<file path="src/common/seg_display_params.svh">
// Offsets, field positions, reset values and timing counts of the display block.
`ifndef SEG_DISPLAY_PARAMS_SVH
`define SEG_DISPLAY_PARAMS_SVH

// ----------------------------------------------------------------------------
// Register offsets (byte addresses)
// ----------------------------------------------------------------------------
`define REG_CTRL 8'h00
`define REG_VALUE1 8'h04
`define REG_VALUE2 8'h08
`define REG_SEG_SRC 8'h0c
`define REG_SEG_DST 8'h10
`define REG_STATUS 8'h14

// ----------------------------------------------------------------------------
// Field positions
// ----------------------------------------------------------------------------
`define CTRL_ENABLE_BIT 0
`define CTRL_MODE_LSB 1
`define STATUS_ERROR_BIT 0
`define STATUS_DONE_BIT 1
`define STATUS_DIGIT_LSB 2
`define STATUS_PHASE_LSB 4

// ----------------------------------------------------------------------------
// Reset values and limits
// ----------------------------------------------------------------------------
`define CTRL_RESET 4'h0
`define VALUE_RESET 16'h0000
`define SEG_RESET 16'h0000
`define BCD_MAX_VALUE 16'h270f
`define LAST_DIGIT 2'h3

// ----------------------------------------------------------------------------
// Timing: one scan step is fixed at 10 ms of a 125 MHz clock
// ----------------------------------------------------------------------------
`define CLK_FREQ_HZ 125000000
`define SCAN_STEP_MS 10
`define SCAN_STEP_CYCLES (`CLK_FREQ_HZ / 1000 * `SCAN_STEP_MS)

`endif

</file>
<file path="src/common/seg_display_pkg.sv">
// Types shared by the display driver and its register port.
package seg_display_pkg;

    // ------------------------------------------------------------------------
    // Scan phase of one digit, one-hot coded.
    // ------------------------------------------------------------------------
    typedef enum logic [2:0] {
        PH_DATA = 3'b001,
        PH_STROBE = 3'b010,
        PH_RELEASE = 3'b100
    } phase_type;

    // Software control word: mode (group count and polarity) and enable.
    typedef struct packed {
        logic [2:0] mode;
        logic enable;
    } ctrl_type;

    // The twelve consecutive display outputs, base output 0 in the low bit.
    typedef struct packed {
        logic [3:0] group2;
        logic [3:0] strobe;
        logic [3:0] group1;
    } display_out_type;

endpackage

</file>
<file path="src/rtl/hex_to_segment_decoder.sv">
// Combinational hex nibble to seven-segment pattern decoder.
`timescale 1ns/10ps

module hex_to_segment_decoder
    import seg_display_pkg::*;
(
    input wire logic [15:0] src_word,
    output logic [7:0] pattern
);

    // ------------------------------------------------------------------------
    // Lookup: bit 0 is segment a up to bit 6 segment g, set means lit.
    // ------------------------------------------------------------------------
    always_comb
    begin
        // Only the low nibble is looked at; upper source bits are ignored.
        case (src_word[3:0])
            4'h0: pattern = 8'h3f;
            4'h1: pattern = 8'h06;
            4'h2: pattern = 8'h5b;
            4'h3: pattern = 8'h4f;
            4'h4: pattern = 8'h66;
            4'h5: pattern = 8'h6d;
            4'h6: pattern = 8'h7d;
            4'h7: pattern = 8'h07;
            4'h8: pattern = 8'h7f;
            4'h9: pattern = 8'h6f;
            4'ha: pattern = 8'h77;
            4'hb: pattern = 8'h7c;
            4'hc: pattern = 8'h39;
            4'hd: pattern = 8'h5e;
            4'he: pattern = 8'h79;
            4'hf: pattern = 8'h71;
            // Bit 7 has no segment, so every entry keeps it at zero.
            default: pattern = 8'h00;
        endcase
    end

endmodule

</file>
<file path="src/rtl/multiplexed_bcd_display_driver.sv">
// Multiplexed BCD display driver with a hex segment decoder and register port.
//
// Behaviour
// - Decoder uses only the low source nibble.
// - Decoder writes low byte, keeps high byte.
// - Pattern bit 0 is segment a to g.
// - Digits 0 to 9 give fixed patterns.
// - Digits A to F give fixed patterns.
// - Eight outputs, or twelve for two groups.
// - Mode 0-3 one group, 4-7 two groups.
// - Values converted to four BCD digits each.
// - Displayed value above 9999 flags an operation error while enabled.
// - Group one on outputs 0-3, strobes 4-7.
// - Group two on outputs 8-11, shared strobes.
// - Rotation repeats, twelve scan steps each.
// - Completion flag high one step per rotation.
// - Each scan step fixed at 10 ms.
// - Positive data: output equals digit bit.
// - Negative data: output is complemented bit.
// - Mode low bits select data and strobe polarity.
// - Negative strobe is low while latching.
`timescale 1ns/10ps
`include "seg_display_params.svh"

module multiplexed_bcd_display_driver
    import seg_display_pkg::*;
#(
    parameter int unsigned STEP_CYCLES = `SCAN_STEP_CYCLES
)
(
    input wire logic sys_clk,
    input wire logic reset_n,
    input wire logic [7:0] reg_addr,
    input wire logic [31:0] reg_wdata,
    input wire logic reg_wr,
    input wire logic reg_rd,
    output logic [31:0] reg_rdata,
    output display_out_type disp_out,
    output logic cycle_complete_flag,
    output logic operation_error
);

    // ------------------------------------------------------------------------
    // Register file state
    // ------------------------------------------------------------------------
    ctrl_type ctrl_q, ctrl_d; // Enable and mode.
    logic [15:0] value1_q, value1_d; // Word shown on group one.
    logic [15:0] value2_q, value2_d; // Word shown on group two.
    logic [15:0] src_q, src_d; // Last word given to the decoder.
    logic [15:0] dst_q, dst_d; // Decoder destination word.
    logic err_q, err_d; // Sticky operation error.
    logic [31:0] rdata_q, rdata_d; // Read data, valid one cycle after strobe.
    logic [7:0] seg_pattern; // Decoder output for the write data.
    logic err_set; // An out-of-range value is being displayed.
    logic two_groups; // Mode asks for the second group.

    // ------------------------------------------------------------------------
    // Scan state
    // ------------------------------------------------------------------------
    phase_type phase_q, phase_d; // Step within the current digit.
    logic [1:0] digit_q, digit_d; // Digit index, 0 is the units digit.
    logic [20:0] cnt_q, cnt_d; // Cycles within the current scan step.
    logic done_q, done_d; // Completion flag.
    display_out_type disp_q, disp_d; // Registered output pins.
    logic tick; // Last cycle of a scan step.
    logic [15:0] bcd1, bcd2; // Converted group values.
    logic [3:0] digit1, digit2; // Digits selected for the next state.

    // ------------------------------------------------------------------------
    // Binary to four BCD digits by shift and add-three.
    // ------------------------------------------------------------------------
    function automatic logic [15:0] to_bcd(input logic [15:0] bin);
        logic [31:0] sh;
        sh = {16'h0000, bin};
        for (int i = 0; i < 16; i++)
        begin
            for (int j = 0; j < 4; j++)
            begin
                if (sh[16 + 4 * j +: 4] >= 4'h5)
                begin
                    sh[16 + 4 * j +: 4] = sh[16 + 4 * j +: 4] + 4'h3;
                end
            end
            sh = {sh[30:0], 1'b0};
        end
        return sh[31:16];
    endfunction

    // Decoder works straight off the write data so a write lands in one cycle.
    hex_to_segment_decoder decoder_inst
    (
        .src_word(reg_wdata[15:0]),
        .pattern(seg_pattern)
    );

    assign two_groups = ctrl_q.mode[2];
    assign bcd1 = to_bcd(value1_q);
    assign bcd2 = to_bcd(value2_q);
    // Only values that are actually on the display can raise the error.
    assign err_set = ctrl_q.enable && ((value1_q > `BCD_MAX_VALUE)
        || (two_groups && (value2_q > `BCD_MAX_VALUE)));

    // ------------------------------------------------------------------------
    // Register writes, error flag and read mux.
    // ------------------------------------------------------------------------
    always_comb
    begin
        ctrl_d = ctrl_q;
        value1_d = value1_q;
        value2_d = value2_q;
        src_d = src_q;
        dst_d = dst_q;
        rdata_d = 32'h0000_0000;
        // Error write-one-to-clear; a new error in the same cycle wins.
        err_d = err_q;
        if (reg_wr && (reg_addr == `REG_STATUS) && reg_wdata[`STATUS_ERROR_BIT])
        begin
            err_d = 1'b0;
        end
        if (err_set)
        begin
            err_d = 1'b1;
        end
        if (reg_wr)
        begin
            case (reg_addr)
                `REG_CTRL: ctrl_d = reg_wdata[3:0];
                `REG_VALUE1: value1_d = reg_wdata[15:0];
                `REG_VALUE2: value2_d = reg_wdata[15:0];
                `REG_SEG_SRC:
                begin
                    src_d = reg_wdata[15:0];
                    // The high byte of the destination is left untouched.
                    dst_d = {dst_q[15:8], seg_pattern};
                end
                `REG_SEG_DST: dst_d = reg_wdata[15:0];
                default: ; // Unmapped writes are ignored.
            endcase
        end
        if (reg_rd)
        begin
            case (reg_addr)
                `REG_CTRL: rdata_d = {28'h0000000, ctrl_q};
                `REG_VALUE1: rdata_d = {16'h0000, value1_q};
                `REG_VALUE2: rdata_d = {16'h0000, value2_q};
                `REG_SEG_SRC: rdata_d = {16'h0000, src_q};
                `REG_SEG_DST: rdata_d = {16'h0000, dst_q};
                `REG_STATUS: rdata_d = {25'h0000000, phase_q, digit_q, done_q, err_q};
                default: rdata_d = 32'h0000_0000; // Unmapped reads return zero.
            endcase
        end
    end

    // Register bank; synchronous reset.
    always_ff @(posedge sys_clk)
    begin
        if (!reset_n)
        begin
            ctrl_q <= `CTRL_RESET;
            value1_q <= `VALUE_RESET;
            value2_q <= `VALUE_RESET;
            src_q <= `SEG_RESET;
            dst_q <= `SEG_RESET;
            err_q <= 1'b0;
            rdata_q <= 32'h0000_0000;
        end
        else
        begin
            ctrl_q <= ctrl_d;
            value1_q <= value1_d;
            value2_q <= value2_d;
            src_q <= src_d;
            dst_q <= dst_d;
            err_q <= err_d;
            rdata_q <= rdata_d;
        end
    end

    // ------------------------------------------------------------------------
    // Scan sequencer: three steps per digit, four digits, then repeat.
    // ------------------------------------------------------------------------
    assign tick = (cnt_q == 21'(STEP_CYCLES - 1));

    always_comb
    begin
        cnt_d = 21'h000000;
        phase_d = PH_DATA;
        digit_d = 2'h0;
        done_d = 1'b0;
        // Disabled: hold at the first digit so the next enable restarts.
        if (ctrl_q.enable)
        begin
            cnt_d = tick ? 21'h000000 : cnt_q + 21'h000001;
            phase_d = phase_q;
            digit_d = digit_q;
            done_d = tick ? 1'b0 : done_q;
            if (tick)
            begin
                case (phase_q)
                    PH_DATA: phase_d = PH_STROBE;
                    PH_STROBE: phase_d = PH_RELEASE;
                    PH_RELEASE:
                    begin
                        phase_d = PH_DATA;
                        digit_d = digit_q + 2'h1;
                        // The flag spans exactly the step after the last release.
                        done_d = (digit_q == `LAST_DIGIT);
                    end
                    default: phase_d = PH_DATA;
                endcase
            end
        end
    end

    // ------------------------------------------------------------------------
    // Output pins follow the next scan state so they change with it.
    // ------------------------------------------------------------------------
    always_comb
    begin
        digit1 = bcd1[{digit_d, 2'b00} +: 4];
        digit2 = bcd2[{digit_d, 2'b00} +: 4];
        // Idle strobes sit at their inactive level, data at zero.
        disp_d.group1 = 4'h0;
        disp_d.group2 = 4'h0;
        disp_d.strobe = ctrl_q.mode[0] ? 4'hf : 4'h0;
        if (ctrl_q.enable)
        begin
            // Mode bit 1 picks negative data, bit 0 negative strobe.
            disp_d.group1 = ctrl_q.mode[1] ? ~digit1 : digit1;
            if (two_groups)
            begin
                disp_d.group2 = ctrl_q.mode[1] ? ~digit2 : digit2;
            end
            if (phase_d == PH_STROBE)
            begin
                // One strobe at a time latches that digit in both groups.
                disp_d.strobe[digit_d] = ~ctrl_q.mode[0];
            end
        end
    end

    // Sequencer and pin registers.
    always_ff @(posedge sys_clk)
    begin
        if (!reset_n)
        begin
            cnt_q <= 21'h000000;
            phase_q <= PH_DATA;
            digit_q <= 2'h0;
            done_q <= 1'b0;
            disp_q <= 12'h000;
        end
        else
        begin
            cnt_q <= cnt_d;
            phase_q <= phase_d;
            digit_q <= digit_d;
            done_q <= done_d;
            disp_q <= disp_d;
        end
    end

    // Outputs used: eight pins in one-group mode, twelve in two-group mode.
    assign disp_out = disp_q;
    assign cycle_complete_flag = done_q;
    assign operation_error = err_q;
    assign reg_rdata = rdata_q;
endmodule

</file>
<file path="config.mk">
export PLATFORM = sky130hd
export DESIGN_NAME = multiplexed_bcd_display_driver
export DESIGN_NICKNAME = d
export VERILOG_FILES = /design/src/common/seg_display_pkg.sv /design/src/rtl/hex_to_segment_decoder.sv /design/src/rtl/multiplexed_bcd_display_driver.sv
export VERILOG_INCLUDE_DIRS = /design/src /design/src/common
export SDC_FILE = /design/constraint.sdc
export NUM_CORES = 1
export LEC_CHECK = 0
export ABC_AREA = 1
export ABC_CLOCK_PERIOD_IN_PS = 7900
export BUFFER_PORTS_ARGS = -buffer_cell sky130_fd_sc_hd__buf_2
export CAP_MARGIN = 20
export CORE_MARGIN = 3
export CORE_UTILIZATION = 30
export DETAILED_ROUTE_END_ITERATION = 8
export SLEW_MARGIN = 20
export SYNTH_ARGS = -nofsm -noshare
export SYNTH_HDL_FRONTEND = slang
export SYNTH_SLANG_ARGS = --single-unit
</file>
<file path="constraint.sdc">
create_clock -name sys_clk -period 7.9 [get_ports sys_clk]
set_clock_uncertainty 0.2 [all_clocks]
set_input_delay 1.58 -clock sys_clk [delete_from_list [all_inputs] [get_ports sys_clk]]
set_output_delay 1.58 -clock sys_clk [all_outputs]
set_load 0.02 [all_outputs]
</file>
==> run_results.csv <==
group,metric,value,unit
status,outcome,"finished with violations",
status,violations,"setup timing",
drt,drt_wl_total,38.32,mm
finish,drive_above_1_share,0.4355,
power_and_ir_drop,sw_frac_of_total,0.2924,
critical_path,cp_slowest_stage_delay,0.36,ns
critical_path,crit_fanout,4,
hold_path,min_to,"cnt_q[0]",
global_routing,grt_pass1_vias,13570,
drt,drt_pass1_iterations,5,
timing,rsz0062_at_grt,"true",
logic_synthesis,synth_ff_type,"dfxtp_1",
critical_path,worst_ep_required_time,8.02,ns
placed_design,hpwl,27.77,mm
timing,holdWs,0.2510,ns
logic_synthesis,seq_area_frac_synth,0.1993,
finish,area_growth,48.35,%
power_and_ir_drop,seqPwrFrac,0.384,
power_and_ir_drop,combPwrFrac,0.138,
global_routing,antenna_found_initial,1,
drt,antenna_left,0,
drt,drt_iter0_markers,825,
logic_synthesis,ys_warn_count,0,
power_and_ir_drop,vdd_drop_max,0.1157,mV
logic_synthesis,synth_edf_count,0,
timing,fin_ws,-0.08366,ns
finish,layout.nets,2533,
timing,maxSlewHeadroom,0.3591,
hold_path,whs_path_depth,1,
placed_design,postPlaceCellArea,15220,um2
timing,fin_crit,7.984,ns
global_routing,globalRouteTotalUtil,0.1613,
logic_synthesis,ys_types,56,
timing,drv_slew,0,
timing,hold_violations,0,
floorplanning,fp.dieArea,44010,um2
power_and_ir_drop,power.internal,1156,uW
critical_path,r2r_start,"value1_q[13]",
hold_path,min-delay-start,"cnt_q[0]",
finish,multiInputGateArea,10560,um2
placed_design,dp_slack,-0.4624,ns
critical_path,worst_path_max_delay_cell,"dfxtp_2",
logic_synthesis,syn-instance-count,2035,
finish,diodes,0,
clocking,numCtsBuffers,17,
timing,fmax,125.3,MHz
global_routing,grt_pass1_wl,60.53,mm
finish,num-fill-cells,4003,
critical_path,path_common_cell,"nand2_2",
finish,final_area,18480,um2
power_and_ir_drop,leakagePower,0.01002,uW
critical_path,r2r_end,"disp_out[1]",
placed_design,finalWeightedCongestion,0.8606,
clocking,clk_latency,0.43,ns
critical_path,r2r_slack,-0.08,ns
clocking,path_clk_slew,0.06,ns
floorplanning,ios,90,
floorplanning,core_area,40920,um2
timing,setup_viol,2,
critical_path,worstPathArrival,8.10,ns
drt,wl_per_cell,12.88,um
critical_path,worstSetupPathType,"reg -> reg",
critical_path,reg2reg_depth,74,
clocking,cts.path.max_buffers,2,
logic_synthesis,synth.top_cell.area_share,0.1993,
floorplanning,dieWidth,209.8,um
logic_synthesis,synth_area_per_cell,6.122,um2
logic_synthesis,synthesis.area,12460,um2
floorplanning,rows,74,
logic_synthesis,synth-seq-cells,124,
logic_synthesis,async_flop_share,0,
logic_synthesis,synthTopCellsByArea,"dfxtp_1 20%, nand2_1 16%, nand3_1 8.3%",
floorplanning,fp.dieH,209.8,um
critical_path,startpoint_type,"flip-flop",
flow_run,drv_cap,0,
global_routing,grt-ovfl-total,0,
placed_design,placed_cells_incl_taps,2847,
power_and_ir_drop,p_per_area,88.37,nW/um2
logic_synthesis,synthMostInstantiatedCell,"nand2_1",
finish,fin_util,0.4516,
clocking,postCtsHoldBufs,0,
critical_path,cp-end-kind,"flip-flop",
clocking,cts-root-buf,"clkbuf_16",
finish,regArea,2490,um2
logic_synthesis,yosys.area.top_type,"dfxtp_1",
drt,via_count,14460,
global_routing,grt_start_max_net_pins,70,
placed_design,portBuffers,57,
drt,viasPerCell,4.862,
timing,worst_pin_slew,0.9578,ns
hold_path,hold_path.class,"reg -> reg",
logic_synthesis,netlist_top_cells_count,"518 x nand2_1, 256 x inv_1, 207 x nand3_1",
finish,stdcell_count,2975,
timing,period_share,1.011,
floorplanning,start_util,0.3044,
clocking,cts_tree,"yes",
clocking,clock-sinks,124,
power_and_ir_drop,pwr-share-clk,0.478,
power_and_ir_drop,p_switching,477.5,uW
drt,drcViolationCount,0,
clocking,ctsHtreeMaxLevel,4,
-- kinds of logic after synthesis --
family | count (synthesis) | synth area share
adder cells (fa/ha/maj) | 59 | 0.05925
other | 1 | 0.0003010
AND/OR/NAND/NOR | 1167 | 0.4652
AO/OA/AOI/OAI | 302 | 0.1464
flip-flops | 124 | 0.1993
buffers and inverters | 363 | 0.1150
XOR/XNOR | 19 | 0.01456
-- worst max-delay path by stage --
stage / startpoint / endpoint / slack [ns] / depth (start not counted)
finish: value1_q[13] / disp_out[1] / -0.08 / 74
global placement: value2_q[13] / disp_out[9] / -0.26 / 76
detailed placement: value1_q[14] / disp_out[2] / -0.46 / 76
global route: value1_q[13] / disp_out[2] / -0.60 / 75
floorplan: value1_q[14] / disp_out[2] / -0.005 / 80
CTS: value2_q[14] / disp_out[9] / 0.003 / 82
-- what timing repair did --
item,in CTS,in global routing
endpoints found under the setup margin,8,8
pin swaps,116,223
resized for setup,147,336
setup buffers,51,47
-- stage by stage --
stage                     setup TNS, ns  power (uW)
after global routing             -3.713        1693
after global placement           -1.120       820.8
after CTS                             0        1612
after detailed placement         -3.089       826.4
after floorplan               -0.004767       774.9
final                           -0.1231        1633
-- final cells by class --
class / count / share of cell area
clock inverters: 15 / 0.007989
multi-input cells: 1563 / 0.5712
clock buffers: 17 / 0.02302
flip-flops and latches: 124 / 0.1347
repair buffers: 407 / 0.1615
inverters: 317 / 0.06560
well taps: 532 / 0.03602
-- power by group through the flow --
stage	clock network [uW]	registers (uW)	logic, uW
floorplan	0	641	134
finish	781	626	226
detailed placement	0	641	186
global placement	0	641	180
CTS	790	626	195
global route	816	626	251
-- layout by cell type (no fill, tap or decap), types with 18 or more instances in the layout --
master / instances
nand2_4: 106
nor3_1: 18
nand2_2: 191
nand3_2: 75
dfxtp_1: 120
buf_2: 57
ha_4: 31
buf_4: 331
nand3_1: 146
inv_2: 81
o21ai_0: 97
nand4_1: 52
a21oi_1: 86
nand3_4: 36
inv_1: 221
nor2_1: 113
nand2_1: 379
buf_6: 19
-- worst max-delay path: cells and delay by family, from the launching register on --
family / cells / cell delay (ns)
AOI/OAI and AO/OA: 2 / 0.32
buffers and inverters: 12 / 0.88
adders and majority gates: 9 / 1.39
DFF: 1 / 0.36
and+or+nand+nor: 51 / 4.73
-- flip-flops by register name, summed over array words and instances (netlist names), named ones only --
name and cells:
cnt_q 21, ctrl_q 4, digit_q 2, disp_out 12
dst_q 16, operation_error 1, phase_q 3, reg_rdata 16
src_q 16, value1_q 16, value2_q 16
-- per-layer routing --
layer  part of all wire  global-route usage  up-vias
li1                   -                   -     7440
met1               0.44              0.2049     6691
met2               0.50              0.2878      274
met3              0.035             0.01495       58
met4              0.023             0.05081        0
met5                  0                   0        -
Note: power is estimated with default switching activity, not from simulation.
